===== config.mk =====
export PLATFORM = sky130hd
export DESIGN_NAME = ics_top
export DESIGN_NICKNAME = d
export VERILOG_FILES = /design/src/logic/ics_pkg.sv /design/src/logic/ics_ser_if.sv /design/src/logic/ics_top.sv /design/src/logic/ics_serial.sv
export VERILOG_INCLUDE_DIRS = /design/src /design/src/logic
export SDC_FILE = /design/constraint.sdc
export NUM_CORES = 1
export LEC_CHECK = 0
export BUFFER_PORTS_ARGS = -buffer_cell sky130_fd_sc_hd__buf_2
export CAP_MARGIN = 5
export CORE_MARGIN = 1
export CORE_UTILIZATION = 63
export CTS_BUF_LIST = sky130_fd_sc_hd__clkbuf_2 sky130_fd_sc_hd__clkbuf_4 sky130_fd_sc_hd__clkbuf_8
export DETAILED_ROUTE_END_ITERATION = 12
export GPL_TIMING_DRIVEN = 0
export PLACE_DENSITY = 0.93
export SLEW_MARGIN = 20
export SYNTH_ARGS = -nofsm -noshare
export SYNTH_HDL_FRONTEND = slang
export SYNTH_SLANG_ARGS = --single-unit

===== constraint.sdc =====
create_clock -name clk -period 3.5 [get_ports clk]
set_input_delay 0.525 -clock clk [delete_from_list [all_inputs] [get_ports clk]]
set_output_delay 0.525 -clock clk [all_outputs]
set_load 0.005 [all_outputs]

===== src/logic/ics_regs.svh =====
// Overview of operation
// Low-gain mode: output gate high, summing gate static
// Low-gain mode resets node before phase 2 falls
// Image phases 2 and 3 high while collecting
// Each line transfer lasts at least 65 us
// Image phase edges at least 7.5 us apart
// Register stop to image rise at least 5 us
// Image fall to register restart at least 7.5 us
// Dump gate rises 10 us after register fall
// Dump gate fall to register rise 7.5 us
// Serial clock period at least 300 ns
// Register phase edges overlap 0 to 5 percent
// Reset pulse width within 3 rise times, fifth period
// Reset falls 10 ns to 5 percent after phase
// Register phase 2 pulse kept short
// Summing gate follows phase 3 in normal readout
// Register phases 1, 2 high during line transfer
`ifndef ICS_REGS_SVH
`define ICS_REGS_SVH

`define ICS_CLK_NS      50
`define ICS_CYC_UP(t)   (((t) + `ICS_CLK_NS - 1) / `ICS_CLK_NS)
`define ICS_CYC_DN(t)   ((t) / `ICS_CLK_NS)

// Typical drive times
`define ICS_T_TOI_NS    10000
`define ICS_T_DRT_NS    10000
`define ICS_T_DTR_NS    10000
`define ICS_T_DRG_NS    10000
`define ICS_T_DGR_NS    10000
`define ICS_T_DGW_NS    10000
`define ICS_T_SER_NS    2000
`define ICS_T_RXW_NS    300
`define ICS_T_DX_NS     100
`define ICS_TOI_CYC     `ICS_CYC_UP(`ICS_T_TOI_NS)
`define ICS_DRT_CYC     `ICS_CYC_UP(`ICS_T_DRT_NS)
`define ICS_DTR_CYC     `ICS_CYC_UP(`ICS_T_DTR_NS)
`define ICS_DRG_CYC     `ICS_CYC_UP(`ICS_T_DRG_NS)
`define ICS_DGR_CYC     `ICS_CYC_UP(`ICS_T_DGR_NS)
`define ICS_DGW_CYC     `ICS_CYC_UP(`ICS_T_DGW_NS)
`define ICS_SER_CYC     `ICS_CYC_UP(`ICS_T_SER_NS)
`define ICS_RXW_CYC     `ICS_CYC_DN(`ICS_T_RXW_NS)
`define ICS_DX_CYC      `ICS_CYC_UP(`ICS_T_DX_NS)

// Least times checked at the pins
`define ICS_T_TI_MIN_NS  65000
`define ICS_T_TOI_MIN_NS 7500
`define ICS_T_DRT_MIN_NS 5000
`define ICS_T_DTR_MIN_NS 7500
`define ICS_T_DRG_MIN_NS 10000
`define ICS_T_DGR_MIN_NS 7500
`define ICS_T_SER_MIN_NS 300
`define ICS_TI_MIN_CYC   `ICS_CYC_UP(`ICS_T_TI_MIN_NS)
`define ICS_TOI_MIN_CYC  `ICS_CYC_UP(`ICS_T_TOI_MIN_NS)
`define ICS_DRT_MIN_CYC  `ICS_CYC_UP(`ICS_T_DRT_MIN_NS)
`define ICS_DTR_MIN_CYC  `ICS_CYC_UP(`ICS_T_DTR_MIN_NS)
`define ICS_DRG_MIN_CYC  `ICS_CYC_UP(`ICS_T_DRG_MIN_NS)
`define ICS_DGR_MIN_CYC  `ICS_CYC_UP(`ICS_T_DGR_MIN_NS)
`define ICS_SER_MIN_CYC  `ICS_CYC_UP(`ICS_T_SER_MIN_NS)

// Serial cycle slots, in clocks from pixel start; last line transfer step and collect image pattern
`define ICS_R1_END      16
`define ICS_R2_BEG      15
`define ICS_R2_END      22
`define ICS_R3_BEG      21
`define ICS_LAST_STEP   8
`define ICS_COLLECT_PAT 4'h6

`endif


===== src/logic/ics_pkg.sv =====
package ics_pkg;
  typedef enum logic [2:0] {
    ST_COLLECT, ST_PRE, ST_LINE, ST_POST, ST_READ, ST_DUMP, ST_DGR
  } ics_state_t;
endpackage


===== src/logic/ics_ser_if.sv =====
`timescale 1ns/1ps
interface ics_ser_if;
  logic ce;
  logic run;
  logic last;
  logic low_gain;
  logic busy;
  logic pix_done;
  logic r1;
  logic r2;
  logic r3;
  logic sw;
  logic rclk;
  modport ctrl (output ce, run, last, low_gain,
                input busy, pix_done, r1, r2, r3, sw, rclk);
  modport gen  (input ce, run, last, low_gain,
                output busy, pix_done, r1, r2, r3, sw, rclk);
endinterface


===== src/logic/ics_top.sv =====
`timescale 1ns/1ps
`include "ics_regs.svh"
module ics_top #(
  parameter int CW = 12
) (
  input  wire logic          clk,
  input  wire logic          rst_n,
  input  wire logic          ce,
  input  wire logic          start,
  input  wire logic          low_gain,
  input  wire logic          dump_mode,
  input  wire logic [CW-1:0] n_lines,
  input  wire logic [CW-1:0] n_pixels,
  output logic      [3:0]    image_phase,
  output logic               reg_phase1,
  output logic               reg_phase2,
  output logic               reg_phase3,
  output logic               summing_well_gate,
  output logic               output_gate,
  output logic               reset_clock,
  output logic               dump_gate,
  output logic               busy,
  output logic               pixel_strobe
);
  typedef struct packed {
    ics_pkg::ics_state_t st;
    logic [11:0]         cnt;
    logic [3:0]          step;
    logic [CW-1:0]       line;
    logic [CW-1:0]       pix;
    logic                run;
    logic                lg;
    logic [3:0]          img;
    logic                r1;
    logic                r2;
    logic                r3;
    logic                sw;
    logic                og;
    logic                rx;
    logic                dg;
    logic                bsy;
    logic                pstb;
    logic [11:0]         since_r;
    logic [11:0]         since_ifall;
    logic [11:0]         since_iedge;
    logic [11:0]         since_dg;
    logic [11:0]         line_len;
  } ics_top_st_t;

  ics_top_st_t s;
  ics_top_st_t next_s;
  ics_ser_if   ser ();

  function automatic logic [3:0] ics_pat(input logic [3:0] step);
    case (step)
      4'h1:    return 4'he;
      4'h2:    return 4'hc;
      4'h3:    return 4'hd;
      4'h4:    return 4'h9;
      4'h5:    return 4'hb;
      4'h6:    return 4'h3;
      4'h7:    return 4'h7;
      default: return `ICS_COLLECT_PAT;
    endcase
  endfunction

  function automatic logic [11:0] ics_inc(input logic [11:0] v, input logic z);
    return z ? 12'h000 : ((v == 12'hfff) ? v : v + 12'h001);
  endfunction

  function automatic logic ics_last(input logic [CW-1:0] v,
                                    input logic [CW-1:0] n);
    return (n == '0) || (v == n - CW'(1));
  endfunction

  assign ser.ce       = ce;
  assign ser.run      = s.run;
  assign ser.low_gain = s.lg;
  assign ser.last     = ics_last(s.pix, n_pixels);

  ics_serial u_serial (
    .clk   (clk),
    .rst_n (rst_n),
    .ser   (ser.gen)
  );

  always_comb begin
    logic line_end;
    line_end = 1'b0;
    next_s = s;
    if (ce) begin
      next_s.pstb = 1'b0;
      if (s.cnt != 12'h000) begin
        next_s.cnt = s.cnt - 12'h001;
      end
      case (s.st)
        ics_pkg::ST_COLLECT: begin
          // A serial tail still running counts as busy
          if (start && !s.bsy) begin
            next_s.line = '0;
            next_s.lg   = low_gain;
            next_s.st   = ics_pkg::ST_PRE;
            next_s.cnt  = 12'(`ICS_DRT_CYC - 1);
          end
        end
        ics_pkg::ST_PRE: begin
          if (s.cnt == 12'h000) begin
            next_s.st   = ics_pkg::ST_LINE;
            next_s.step = 4'h1;
            next_s.cnt  = 12'(`ICS_TOI_CYC - 1);
          end
        end
        ics_pkg::ST_LINE: begin
          if (s.cnt == 12'h000) begin
            if (s.step == 4'(`ICS_LAST_STEP)) begin
              next_s.st  = ics_pkg::ST_POST;
              next_s.cnt = dump_mode ? 12'(`ICS_DRG_CYC - 1)
                                     : 12'(`ICS_DTR_CYC - 1);
            end else begin
              next_s.step = s.step + 4'h1;
              next_s.cnt  = 12'(`ICS_TOI_CYC - 1);
            end
          end
        end
        ics_pkg::ST_POST: begin
          next_s.step = 4'h0;
          if (s.cnt == 12'h000) begin
            if (dump_mode) begin
              next_s.st  = ics_pkg::ST_DUMP;
              next_s.cnt = 12'(`ICS_DGW_CYC - 1);
            end else begin
              next_s.st  = ics_pkg::ST_READ;
              next_s.pix = '0;
              next_s.run = 1'b1;
            end
          end
        end
        ics_pkg::ST_READ: begin
          if (ser.pix_done) begin
            next_s.pstb = 1'b1;
            next_s.pix  = s.pix + CW'(1);
            if (ics_last(s.pix, n_pixels)) begin
              next_s.run = 1'b0;
              line_end   = 1'b1;
            end
          end
        end
        ics_pkg::ST_DUMP: begin
          if (s.cnt == 12'h000) begin
            next_s.st  = ics_pkg::ST_DGR;
            next_s.cnt = 12'(`ICS_DGR_CYC - 1);
          end
        end
        ics_pkg::ST_DGR: begin
          line_end = (s.cnt == 12'h000);
        end
        default: begin
          next_s.st = ics_pkg::ST_COLLECT;
        end
      endcase
      if (line_end) begin
        next_s.line = s.line + CW'(1);
        if (ics_last(s.line, n_lines)) begin
          next_s.st = ics_pkg::ST_COLLECT;
        end else begin
          next_s.st  = ics_pkg::ST_PRE;
          next_s.cnt = 12'(`ICS_DRT_CYC - 1);
        end
      end
      // Pins follow the next state so they line up with it
      next_s.img = ics_pat(next_s.step);
      next_s.r1  = (next_s.st == ics_pkg::ST_LINE) || ser.r1;
      next_s.r2  = (next_s.st == ics_pkg::ST_LINE) || ser.r2;
      next_s.r3  = ser.r3;
      next_s.sw  = ser.sw;
      next_s.og  = next_s.lg;
      next_s.rx  = ser.rclk;
      next_s.dg  = (next_s.st == ics_pkg::ST_DUMP);
      next_s.bsy = (next_s.st != ics_pkg::ST_COLLECT) || ser.busy;
      next_s.since_r = ics_inc(s.since_r, next_s.r1 | next_s.r2 | next_s.r3);
      next_s.since_ifall = ics_inc(s.since_ifall, |(s.img & ~next_s.img));
      next_s.since_iedge = ics_inc(s.since_iedge, s.img != next_s.img);
      next_s.since_dg = ics_inc(s.since_dg, next_s.dg);
      next_s.line_len = ics_inc(s.line_len, next_s.st == ics_pkg::ST_PRE);
    end
  end

  always_ff @(posedge clk) begin
    if (!rst_n) begin
      s     <= '0;
      s.img <= `ICS_COLLECT_PAT;
    end else begin
      s <= next_s;
    end
  end

  assign image_phase       = s.img;
  assign reg_phase1        = s.r1;
  assign reg_phase2        = s.r2;
  assign reg_phase3        = s.r3;
  assign summing_well_gate = s.sw;
  assign output_gate       = s.og;
  assign reset_clock       = s.rx;
  assign dump_gate         = s.dg;
  assign busy              = s.bsy;
  assign pixel_strobe      = s.pstb;
endmodule


===== src/logic/ics_serial.sv =====
`timescale 1ns/1ps
`include "ics_regs.svh"
module ics_serial (
  input wire logic clk,
  input wire logic rst_n,
  ics_ser_if.gen   ser
);
  localparam logic [5:0] P   = 6'(`ICS_SER_CYC);
  localparam logic [5:0] RXW = 6'(`ICS_RXW_CYC);
  localparam logic [5:0] DX  = 6'(`ICS_DX_CYC);
  // Head and tail wrap whole normal-mode reset pulses around a line's burst
  localparam logic [5:0] HS  = P + 6'h01 + DX - RXW;

  typedef struct packed {
    logic       busy;
    logic       head;
    logic       tail;
    logic [5:0] c;
  } ics_ser_st_t;

  ics_ser_st_t s;
  ics_ser_st_t next_s;

  function automatic logic ics_win(input logic [5:0] c,
                                   input logic [5:0] beg,
                                   input logic [5:0] len);
    logic [5:0] d;
    d = (c >= beg) ? 6'(c - beg) : 6'(c + P - beg);
    return d < len;
  endfunction

  always_comb begin
    next_s = s;
    if (ser.ce) begin
      if (!s.busy) begin
        if (ser.run) begin
          next_s.busy = 1'b1;
          next_s.head = 1'b1;
          next_s.c    = HS;
        end
      end else if (s.tail) begin
        if (s.c == DX) begin
          next_s.busy = 1'b0;
          next_s.tail = 1'b0;
          next_s.c    = 6'h00;
        end else begin
          next_s.c = s.c + 6'h01;
        end
      end else if (s.c == P - 6'h01) begin
        next_s.c    = 6'h00;
        next_s.head = 1'b0;
        if (!s.head && (!ser.run || ser.last)) begin
          next_s.tail = 1'b1;
        end
      end else begin
        next_s.c = s.c + 6'h01;
      end
    end
  end

  always_ff @(posedge clk) begin
    if (!rst_n) begin
      s <= '0;
    end else begin
      s <= next_s;
    end
  end

  assign ser.busy     = s.busy;
  assign ser.pix_done = s.busy && !s.head && !s.tail && (s.c == P - 6'h01);
  // Phase 2 short, phases 1 and 3 long, one clock of overlap
  assign ser.r1 = s.busy && !s.tail
                         && (s.c < 6'(`ICS_R1_END));
  assign ser.r2 = s.busy && !s.tail && (s.c >= 6'(`ICS_R2_BEG))
                         && (s.c < 6'(`ICS_R2_END));
  assign ser.r3 = s.busy && (s.c >= 6'(`ICS_R3_BEG) || s.c == 6'h00);
  assign ser.sw = ser.low_gain ? 1'b0 : ser.r3;
  // Normal: reset ends DX after phase 3 falls; low gain: after phase 1,
  // well before phase 2 falls and dumps charge into the node
  assign ser.rclk = s.busy && (ser.low_gain
      ? ics_win(s.c, 6'(`ICS_R1_END) + DX - RXW, RXW)
      : ics_win(s.c, P + 6'h01 + DX - RXW, RXW));
endmodule


## After elaboration in Yosys (flattened, before gate mapping)

Index checks and enable logic that the tools add are counted.

| operators by class | value |
|---|---|
| add/subtract/negate cells | 12 |
| order comparisons | 8 |
| equal/unequal tests | 26 |
| mux-type cells | 52 |
| reduce and logical (&&, ||, !) cells | 41 |

Operator list:

| kind | number |
|---|---|
| 15-bit two-way mux | 5 |
| 12-bit two-way mux | 6 |
| 12-bit one-hot mux with 5 select lines | 1 |
| 13-bit two-way mux | 3 |
| 19-bit two-way mux | 2 |
| 12-bit logical NOT | 3 |
| 6-bit two-way mux | 6 |
| 12-bit by 1-bit subtractor with 12-bit output (second input constant) | 3 |
| 4-bit one-hot mux with 7 select lines | 1 |
| 13-bit one-hot mux with 2 select lines | 1 |
| 12-bit by 1-bit adder with 12-bit output (second input constant) | 2 |
| 12-bit == test | 2 |
| 3-bit one-hot mux with 6 select lines | 1 |
| 4-bit by 3-bit == test with 1-bit output (second input constant) | 4 |
| 1-bit two-way mux | 16 |
| 3-bit == test (second input constant) | 4 |
| 6-bit by 4-bit greater-or-equal comparator with 1-bit output (second input constant) | 2 |
| 6-bit by 3-bit < comparator with 1-bit output (second input constant) | 2 |
| 6-bit by 5-bit < comparator with 1-bit output (second input constant) | 2 |
| 4-bit two-way mux | 3 |
| 4-bit one-hot mux with 3 select lines | 1 |
| 12-bit nonzero test | 1 |
| 6-bit by 4-bit subtractor with 6-bit output (second input constant) | 2 |
| 6-bit subtractor (second input constant) | 2 |
| 31 further kinds | 64 |

| word-level totals | value |
|---|---|
| register bits | 66 |
| bits of input ports | 30 |
| logic and storage cells | 159 |

## Logic depth before layout (Yosys ltp)

Gate-level depths: netlist of the first run.

| logic depth | value |
|---|---|
| depth in word-level cells | 11 |
| mapped depth | 13 |
| depth with buffers taken out | 11 |

## Hierarchy

A second synthesis of the first run with hierarchy kept.

| unflattened totals | value |
|---|---|
| cells, all modules | 656 |
| area total of the unflattened synthesis | 5,022.3 um^2 |

By module, submodules not included:

| module | times used | cells an instance | area each (um^2) | sequential area each (um^2) |
|---|---|---|---|---|
| ics_top | 1 | 521 | 4,010.1 | 1,141.1 |
| ics_serial | 1 | 135 | 1,012.2 | 180.2 |

## Least setup slack after synthesis of the first run

Ideal clock, no wire load.

| timing | value |
|---|---|
| kind | input -> register |
| from | in n_pixels[0] |
| to | reg s[87] (netlist name) |
| library setup time | 0.122 ns |
| arrival | 2.737 ns |
| required time | 3.378 ns |
| slack | 0.641 ns |
| stages | 11 |
| path buffers | 2 |
| cell sequence | inv_1 -> ha_1 -> buf_2 -> nand2b_1 -> or4b_1 -> a2111oi_4 -> nand4_2 -> and2_4 -> buf_6 -> and2_0 -> o311a_1 |

| on the way | value |
|---|---|
| word-level cells in the longest chain between the ends | 9 |
| elaborated cells on any way between the ends | 12 |

RTL lines:

| element | RTL line | source |
|---|---|---|
| from (decl) | ics_top.sv:13 | `input wire logic [CW-1:0] n_pixels,` |
| 12-bit by 1-bit subtractor with 12-bit output | ics_top.sv:73 | `return (n == '0) \|\| (v == n - CW'(1));` |
| 12-bit == test | ics_top.sv:73 |  |
| 1-bit logical OR * | ics_top.sv:73 |  |
| 1-bit two-way mux * | ics_top.sv:142 | `if (ics_last(s.pix, n_pixels)) begin` |
| 1-bit two-way mux * | ics_top.sv:139 | `if (ser.pix_done) begin` |
| 1-bit one-hot mux with 2 select lines * | ics_top.sv:96 | `case (s.st)` |
| 1-bit two-way mux * | ics_top.sv:91 | `if (ce) begin` |
| 2-bit nonzero test (no source line) | - |  |
| 3-bit AND reduction (no source line) | - |  |
| to (signal assigned) | ics_top.sv:193 | `s <= next_s;` |
| to (decl) | ics_top.sv:50 | `ics_top_st_t s;` |

Mark *: on every way between the ends. The rest lies on a longest branch, timed or not. The select of a mux whose other input is x is not followed.
A chain may end at the register's enable or synchronous reset.

## Worst setup path in the final report of the first run

| timing | value |
|---|---|
| from | reg s[103] (netlist name) |
| to | reg s (netlist bit image_phase[2]) |

| on the way | value |
|---|---|
| word-level cells in the longest chain between the ends | 7 |
| elaborated cells on any way between the ends | 14 |

RTL lines:

| element | RTL line | source |
|---|---|---|
| 12-bit logical NOT * | ics_top.sv:107, ics_top.sv:114 |  |
| 19-bit two-way mux, on equally long branches | ics_top.sv:114, ics_top.sv:107 |  |
| 4-bit one-hot mux with 3 select lines * | ics_top.sv:96 |  |
| 4-bit two-way mux * | ics_top.sv:91 |  |
| 4-bit by 3-bit == test with 1-bit output, or another cell as far along | ics_top.sv:55 | `case (step)` |
| 4-bit one-hot mux with 7 select lines * | ics_top.sv:55 |  |
| 4-bit two-way mux * | ics_top.sv:91 |  |

Marks and branches as above.

==> results.md, run 1 <==
- CP Launch Type: flop
- Skew-Pair Late Insertion Delay: 0.35 ns
- CP Max Fanout: 10
- Starting Density: 64.86%
- Tmin final: 3.040 ns
- Share of layout cells above drive strength 1: 13.60%
- Endpoints failing hold: 0
- Reg-to-Reg Start: s[103]
- Most frequent cell after synthesis: nand2_1
- Post-synthesis async set-or-reset flop share: 0%
- I/O Buffers: 40
- Non-Filler Instances: 815
- Setup Fix Bufs, Post-CTS: 0
- Ports: 43
- First-pass GRT wire length: ~22000 µm
- Min-delay worst type: reg2reg
- Routed Antenna Nets: 0
- Synth top cells by count: 75 x nand2_1, 66 x dfxtp_1, 58 x nor2_1
- Worst Hold Depth: 1
- Initial antenna violation count: 0
- Synth Flop Type: dfxtp_1
- Clk_skew: between 0.009 and 0.01 ns
- Pre-antenna DRT Iters: 7
- Clock buffer depth: 2
- Critical-path cell list: inv_1 -> ha_1 -> nor3b_2 -> and4_1 -> buf_4 -> inv_1 -> buf_2 -> nor4_1 -> nand2_1 -> a21oi_1 -> o21ai_0 -> o32ai_1 -> nand2_1
- Status: finished clean
- Nets: roughly 760
- WHS: 0.4761 ns
- Worst Tran Pin Value: 0.6971 ns
- GPL Wtd Cong: around 0.93
- Slowest-stage cell, CP: dfxtp_1
- Slew Limit Fails: 0
- Via-per-instance ratio: 6.326
- Largest area contributor in the netlist: dfxtp_1
- Hold endpoint: image_phase[3]
- Yosys warns: 0
- Vias: 5156
- Hold_sp: image_phase[3]
- Critical Path AT: 3.26 ns
- Tot Pwr: between 0.002 and 0.0025 W
- EDFF count, synth: 0
- Reg2reg end: image_phase[2]
- DRC: 0
- Slowest stage delay, CP: 0.37 ns
- TNS Setup: 0 ns
- FILL cells: 572
- Max VDD drop: 0.2990 mV
- Fin area: 5573 µm²
- DP HPWL: 9485 µm
- P_leak: 2.105 nW
- Pwr Density: 372.4 nW/µm²
- Required @ worst endpoint: roughly 3.7 ns
- DP Area: 5340 µm²
- Largest net degree at the start of global routing: 13
- Max Cap Viol: 0
- DIE WIDTH: 91.20 µm
- Root Buffer: clkbuf_8
- Syn avg cell area: 7.629 µm²
- Final setup violation count: 0
- Number of diodes: 0
- Total GRT Usage: a little under a third
- RSZ-0062 raised after global routing: false
- Worst Path Buf+Inv: 4
- Seq cells post-synth: 66
- DR iter-0 viols: 433
- Mapped Nets: between 700 and 800
- Number of global-route vias before repair: 4808
- Top area cells in the synthesized netlist: dfxtp_1 26%, nand2_1 5.6%, ha_1 5.2%
- Reg2reg setup slack: 0.46 ns
- Synth Instances: 657
- Post-synth top area share: 26.36%
- Clock transition at path regs: around 0.070 ns
- Slew headroom: 53.03%
- Die Y: 91.20 µm
- Final wirelength: 12940 µm
- Routed wire per std cell: ~16 µm
- GRT overflow: 0
- Synthesized area: 5012 µm²
- Sequential cell area fraction in the yosys report: 26.36%
- Inserted Clock Buffers: 9
- Htree depth: 3
- Synth-to-layout area growth: 11.18%
- Final period util: 86.86%
- CTS tree: done
- Yosys cell types: 74
- Clock sink count: 66
- Area of the die: around 8300 µm²
- Cts hold-fix bufs: 0
- CORE AREA: 7727 µm²
- Setup Crit Path Kind: reg2reg
- Placed Cells: 799
- CP top delay family: simple AND/OR/NAND/NOR gates
- Fmax: 328.9 MHz
- R2r worst-path depth: 13
- Row count: 32
- Critical Path End Type: flop
[layer usage]
layer	track usage, %	vias up	wire length (µm)
met4	16.67	0	318
met1	39.20	2402	5606
met2	53.79	251	6044
met5	0	-	0
met3	4.271	39	971
li1	-	2464	-
[through the flow]
step | worst slack, ns | util (%)
floorplan | 0.6410 | -
global placement | 0.2963 | 69.11
detailed placement | 0.1457 | 69.11
CTS | 0.4132 | 72.05
global route | 0.2405 | 72.12
finish | 0.4598 | 72.12
[cell families (layout without fill, tap and decap cells)]
family          after synthesis  count (layout)  share of synthesized area (%)
buf+inv                      66             122                          5.691
flops                        66              66                          26.36
compound gates              172             172                          23.37
mux                          16              16                          3.245
fa+ha+maj                    21              21                          5.242
xor+xnor                     43              43                          7.664
simple gates                273             273                          28.43
[layout make-up]
| class | count | area (µm²) | area share, % |
|---|---|---|---|
| Buffer | 37 | 176.4 | 3.166 |
| Timing Repair Buffer | 40 | 200.2 | 3.592 |
| Clock inverter | 6 | 90.09 | 1.617 |
| Clock buffer | 10 | 137.6 | 2.470 |
| Sequential cell | 66 | 1321 | 23.71 |
| Inverter | 29 | 108.9 | 1.953 |
| Tap cell | 102 | 127.6 | 2.290 |
| Multi-Input combinational cell | 525 | 3411 | 61.20 |
[where the power goes]
group / switching (W) / total (W) / internal (W)
sequential: 0.0000436 / 0.000836 / 0.000793
combinational: 0.000311 / 0.000508 / 0.000197
clock: 0.000310 / 0.000731 / 0.000421
[registers in the layout, summed over array words and instances, names as in the netlist]
signal,cells
image_phase,4
reg_phase2,1
reset_clock,1
reg_phase1,1
busy,1
u_serial.ser.busy,1
u_serial.s,8
dump_gate,1
ser.run,1
summing_well_gate,1
pixel_strobe,1
output_gate,1
s,43
reg_phase3,1
[placed cells by master (no fill, tap or decap), types with 15 or more instances in the layout]
master	instances
xor2_1	18
nor2_1	58
nand4_1	15
nor3_1	15
nand2b_1	15
buf_2	43
clkbuf_1	27
o21ai_0	44
nand2_1	75
xnor2_1	24
dfxtp_1	66
nand3_1	21
a21oi_1	42
ha_1	21
inv_1	29
[worst max-delay path by stage]
stage	end	depth (start not counted)	from
after floorplan	s[87]	11	n_pixels[0]
after global placement	s[97]	13	n_pixels[0]
after detailed placement	s[98]	13	n_pixels[0]
after CTS	s[103]	13	s[103]
after global routing	image_phase[2]	13	s[103]
final	image_phase[2]	13	s[103]
[what timing repair did]
item | 4_1_cts | 5_1_grt
endpoints found under the setup margin | 0 | 1
hold endpoints to repair | 0 | 0
gates resized for setup | 0 | 1
Note: power is estimated with default switching activity, not from simulation.
==> run 2: changes to the inputs <==
- CORE_ASPECT_RATIO: default -> 1.25
==> run 2 against run 1 <==
Critical path type unchanged. Global-route usage grew 1.4 points. Critical path depth stayed put. Core utilization is 0.82 points lower. Count of clock-buffer cells in the layout increased by 2. Critical endpoint unchanged. Flip-flop and latch count stayed put. Clock skew down 0.0043 ns. First-iteration DRC count shrank 7.2%. Register-to-register slack worse by 0.09 ns. Combinational power fell by 1%. Sequential power hardly changed. Highest routed layer unchanged.
==> results.md, run 2 (synthesis results as in run 1) <==
- Nets: 759 (unchanged)
- Inserted Clock Buffers: 9 (unchanged)
- Vias: 5172 (+0.31%)
- Post-CTS sizing: 0 (unchanged)
- Ports: 43 (unchanged)
- DP HPWL: 9801 µm (+3.3%)
- CTS tree: done
- Cts hold-fix bufs: 0 (unchanged)
- Status: finished clean
- Clock buffer depth: 2 (unchanged)
- Worst Tran Pin Value: 0.7623 ns (+0.06520 ns)
- CP Launch Type: flop
- Most frequent cells in the layout: 75 x nand2_1, 66 x dfxtp_1, 58 x nor2_1
- Slowest stage delay, CP: 0.48 ns (+0.11 ns)
- Initial antenna violation count: 0 (unchanged)
- CP top delay family: simple AND/OR/NAND/NOR gates
- RSZ-0062 raised after global routing: false
- TNS Setup: 0 ns (unchanged)
- DRC: 0 (unchanged)
- Slowest-stage cell, CP: nor3b_1
- Share of layout cells above drive strength 1: 13.34% (-0.26 points)
- Worst Path Buf+Inv: 4 (unchanged)
- Final period util: 89.54% (+2.7 points)
- First-pass GRT wire length: 21490 µm (-0.67%)
- Most flop-heavy register: s
- Slew Limit Fails: 0 (unchanged)
- Clock sink count: 66 (unchanged)
- Synth-to-layout area growth: 10.21%
- Critical-path cell list: inv_1 -> ha_1 -> nor3b_1 -> and4_1 -> buf_4 -> inv_1 -> buf_2 -> nor4_1 -> nand2_1 -> a21oi_1 -> o21ai_0 -> o32ai_1 -> nand2_1
- Htree depth: 3 (unchanged)
- Pwr Density: 359.8 nW/µm² (-3.4%)
- Endpoints failing hold: 0 (unchanged)
- P_leak: 2.092 nW (-0.60%)
- Starting Density: 64.70% (-0.17 points)
- Fin util: 71.30% (-0.82 points)
- Fin area: 5524 µm² (-0.88%)
- Required @ worst endpoint: 3.72 ns (about the same)
- Die Y: 101.7 µm (+12%)
- DP Area: 5331 µm² (-0.16%)
- Number of flip-flops in the largest register: 43 (unchanged)
- DIE WIDTH: 81.78 µm (-10%)
- I/O Buffers: 40 (unchanged)
- GRT overflow: 0 (unchanged)
- Routed Antenna Nets: 0 (unchanged)
- Final setup violation count: 0 (unchanged)
- Register Area: 1321 µm² (unchanged)
- Row count: 36 (+13%)
- Clock transition at path regs: 0.07 ns (about the same)
- Number of diodes: 0 (unchanged)
- Area of the die: 8319 µm² (about the same)
- FILL cells: 652 (+14%)
- CORE AREA: 7747 µm² (+0.26%)
- Root Buffer: clkbuf_8
- Critical Path End Type: flop
- Pre-antenna DRT Iters: 8 (+1)
- Setup Fix Bufs, Post-CTS: 0 (unchanged)
- Slew headroom: 48.64% (-4.4 points)
- Max Cap Viol: 0 (unchanged)
- Final wirelength: 13290 µm (+2.7%)
- Fmax: 319.1 MHz (-3.0%)
- CP Max Fanout: 10 (unchanged)
- Total GRT Usage: 33.23% (+1.4 points)
- Routed wire per std cell: 16.47 µm (+3.7%)
- Max VDD drop: 0.4257 mV (+42%)
- Critical Path AT: 3.35 ns (+0.09 ns)
- GPL Wtd Cong: 0.9411 (+1.3%)
- Largest net degree at the start of global routing: 13 (unchanged)
- Clk_skew: 0.005672 ns (-0.004293 ns)
- DR iter-0 viols: 402 (-7.2%)
- Multi-input combinational cell area: 3406 µm² (-0.15%)
- Setup Crit Path Kind: reg2reg
- Via-per-instance ratio: 6.409 (+1.3%)
- Skew-Pair Late Insertion Delay: 0.36 ns (about the same)
- Tmin final: 3.134 ns (+0.09368 ns)
- Most common cell after layout, fill and taps aside: nand2_1
- Min-delay worst type: in2reg
- Number of global-route vias before repair: 4840 (+0.67%)
run 2: changes by cell type in the layout (fill, tap and decap cells not counted):
cell	previous run	this run
bufinv_16	2	1
clkbuf_4	0	2
clkinv_4	2	0
clkinvlp_4	1	0
nor3b_1	4	5
clkinv_2	1	2
nor3b_2	1	0
run 2: power breakdown:
part	total (W)	leakage (nW)	internal (W)	switching (W)
Clock	0.000651	0.103	0.000358	0.000293
Combinational	0.000502	1.45	0.000195	0.000306
Sequential	0.000836	0.536	0.000793	0.0000425
run 2: per-layer routing:
layer | track usage (%) | routed length [µm] | vias to the layer above
met5 | 0 | 0 | -
met4 | 18.49 | 403 | 0
met3 | 5.946 | 1107 | 46
met2 | 57.15 | 6614 | 273
met1 | 38.16 | 5167 | 2378
li1 | - | - | 2475
run 2: worst reg2reg max path, delay by kind of cell (launching register included):
kind	cells	cell delay, ns
buf+inv	4	0.50
simple gates	5	1.23
compound gates	3	0.70
flops	1	0.37
fa+ha+maj	1	0.21
run 2: final timing paths:
kind	startpoint	to	slack, ns	depth (start not counted)
max	s[103]	image_phase[2]	0.37	13
min	low_gain	output_gate	0.44	3
max reg2reg	s[103]	image_phase[2]	0.37	13
min reg2reg	image_phase[3]	image_phase[3]	0.47	1
run 2: cell type report:
type | count | share of cell area [%]
multi-input combinational | 525 | 61.65
clock buffer | 12 | 2.763
timing repair buffer | 40 | 3.624
tap | 95 | 2.152
sequential | 66 | 23.92
clock inverter | 3 | 0.7248
inverter | 29 | 1.971
buffer | 37 | 3.194
run 2: stage by stage:
step                cells  total power, W  worst slack [ns]  hold WS [ns]
floorplan             657        0.001205            0.6410        0.4431
global placement      792        0.001318            0.3020        0.4624
detailed placement    792        0.001340            0.1737        0.4600
CTS                   807        0.001979            0.4390        0.4343
global route          807        0.002080           0.01380        0.4531
finish                807        0.001988            0.3662        0.4363
==> run 3: changes to the inputs <==
- CORE_UTILIZATION: 63 -> 58
- PLACE_DENSITY: 0.93 -> 0.87
==> run 3 against run 2 <==
Power grew 1.2%. Sequential power about the same. Global-route usage decreased by 3.7 points. Sequential share of layout area down 0.081 points. Die area grew 8.4%. Flip-flop and latch count unchanged. Critical endpoint is now s[103]. Combinational power about the same. Critical path depth did not move. Final cell count is 0.37% higher. Hold slack better by 0.017 ns.
==> results.md, run 3 (synthesis results as in run 1) <==
- Synth-to-layout area growth: 10.58%
- Ports: 43 (unchanged)
- I/O Buffers: 40 (unchanged)
- Setup Crit Path Kind: reg2reg
- Skew-Pair Late Insertion Delay: 0.34 ns (-0.02 ns)
- Crit path to: s[103]
- Fmax: 311.9 MHz (-2.3%)
- Via-per-instance ratio: 6.414 (about the same)
- Final setup violation count: 0 (unchanged)
- Required @ worst endpoint: 3.73 ns (about the same)
- Critical Path AT: 3.44 ns (+0.09 ns)
- Post-CTS sizing: 0 (unchanged)
- Number of flip-flops in the largest register: 43 (unchanged)
- Reg2reg end: s[103]
- First-pass GRT wire length: 21580 µm (+0.39%)
- CP Max Fanout: 10 (unchanged)
- Register Area: 1321 µm² (unchanged)
- Reg2reg setup slack: 0.29 ns (-0.07 ns)
- Number of diodes: 0 (unchanged)
- Fin util: 66.89% (-4.4 points)
- CTS tree: done
- Met2 GRT Util: 50.23% (-6.9 points)
- Critical Path End Type: flop
- Area of the die: 9020 µm² (+8.4%)
- Most frequent cells in the layout: 75 x nand2_1, 66 x dfxtp_1, 58 x nor2_1
- Starting Density: 60.49% (-4.2 points)
- DRC: 0 (unchanged)
- DIE WIDTH: 85.15 µm (+4.1%)
- Slew headroom: 49.42% (+0.78 points)
- Most flop-heavy register: s
- Root Buffer: clkbuf_8
- Share of layout cells above drive strength 1: 13.46% (+0.12 points)
- RSZ-0062 raised after global routing: false
- Slowest-stage cell, CP: nor3b_1
- Vias: 5195 (+0.44%)
- Min-delay worst type: in2reg
- Row count: 37 (+2.8%)
- Worst Hold Depth: 3 (unchanged)
- Final wirelength: 13040 µm (-1.9%)
- Worst Tran Pin Value: 0.7524 ns (-0.009917 ns)
- Endpoints failing hold: 0 (unchanged)
- Clock transition at path regs: 0.07 ns (about the same)
- Die Y: 105.9 µm (+4.1%)
- Status: finished clean
- Number of global-route vias before repair: 4814 (-0.54%)
- Max VDD drop: 0.2614 mV (-39%)
- Multi-input combinational cell area: 3406 µm² (unchanged)
- Most common cell after layout, fill and taps aside: nand2_1
- Reg-to-Reg Start: s[103]
- DR iter-0 viols: 576 (+43%)
- Max Cap Viol: 0 (unchanged)
- Routed wire per std cell: 16.10 µm (-2.2%)
- DP HPWL: 9668 µm (-1.3%)
- Initial antenna violation count: 0 (unchanged)
- Slowest stage delay, CP: 0.46 ns (-0.02 ns)
- FILL cells: 688 (+5.5%)
- TNS Setup: 0 ns (unchanged)
- Dpl ws: 0.2250 ns (+0.05128 ns)
- Largest net degree at the start of global routing: 13 (unchanged)
- Clock sink count: 66 (unchanged)
- Tmin final: 3.206 ns (+0.07251 ns)
- Fin area: 5543 µm² (+0.34%)
- Total GRT Usage: 29.49% (-3.7 points)
- M3 GR Usage: 5.280% (-0.67 points)
- M1 GR Usage: 34.94% (-3.2 points)
- DP Area: 5334 µm² (about the same)
- Critical-path cell list: inv_1 -> ha_1 -> nor3b_1 -> and4_1 -> buf_4 -> inv_1 -> buf_2 -> ha_1 -> o21ai_0 -> o21ai_0 -> a221oi_1 -> nand2_1 -> o221a_2
- Pwr Density: 362.9 nW/µm² (+0.85%)
- GRT Max-Usage Layer: met2
- CP Launch Type: flop
- Nets: 759 (unchanged)
- GRT overflow: 0 (unchanged)
- Final period util: 91.61% (+2.1 points)
- Setup Fix Bufs, Post-CTS: 0 (unchanged)
- Slew Limit Fails: 0 (unchanged)
- GPL Wtd Cong: 0.9570 (+1.7%)
- Routed Antenna Nets: 0 (unchanged)
- Clk_skew: 0.006367 ns (+0.0006950 ns)
- Pre-antenna DRT Iters: 5 (-3)
- Clock buffer depth: 2 (unchanged)
- Fin worst setup slack: 0.2936 ns (-0.07251 ns)
- Tot Pwr: 0.002011 W (+1.2%)
- CP startpoint: s[103]
- Cts hold-fix bufs: 0 (unchanged)
- CORE AREA: 8287 µm² (+7.0%)
- Inserted Clock Buffers: 9 (unchanged)
- Htree depth: 3 (unchanged)
- P_leak: 2.100 nW (+0.38%)
- R2r worst-path depth: 13 (unchanged)
==> run 3: worst max-delay path, delay by kind of cell, from the launching register on <==
family	cells	cell delay, ns
AOI/OAI and AO/OA	4	0.86
and+or+nand+nor	3	0.83
adders and majority gates	2	0.54
buffers and inverters	4	0.50
DFF	1	0.37
==> run 3: stage by stage <==
stage	hold WS (ns)	cells
after floorplan	0.4431	657
after global placement	0.4606	794
after detailed placement	0.4611	794
after CTS	0.4555	810
after global routing	0.4654	810
final	0.4537	810
==> run 3: worst min path at each step <==
stage	end	startpoint
finish	output_gate	low_gain
detailed placement	image_phase[3]	image_phase[3]
floorplan	image_phase[3]	image_phase[3]
CTS	output_gate	low_gain
global placement	image_phase[3]	image_phase[3]
global route	output_gate	low_gain
==> run 3: final cells by class <==
type	count	area share [%]
Buffer	37	3.183
Clock buffer	14	3.138
Clock inverter	2	0.6321
Inverter	29	1.964
Multi-Input combinational cell	525	61.44
Sequential cell	66	23.84
Tap cell	97	2.190
Timing Repair Buffer	40	3.612
==> run 3: metal layers <==
layer,up-vias,wire (µm)
li1,2463,-
met3,52,1002
met2,273,6355
met1,2407,5232
met4,0,450
met5,-,0
==> run 3: power breakdown <==
group	leakage [nW]	internal [W]	switching [W]
clock network	0.111	0.000391	0.000278
registers	0.536	0.000793	0.0000446
logic	1.45	0.000195	0.000309
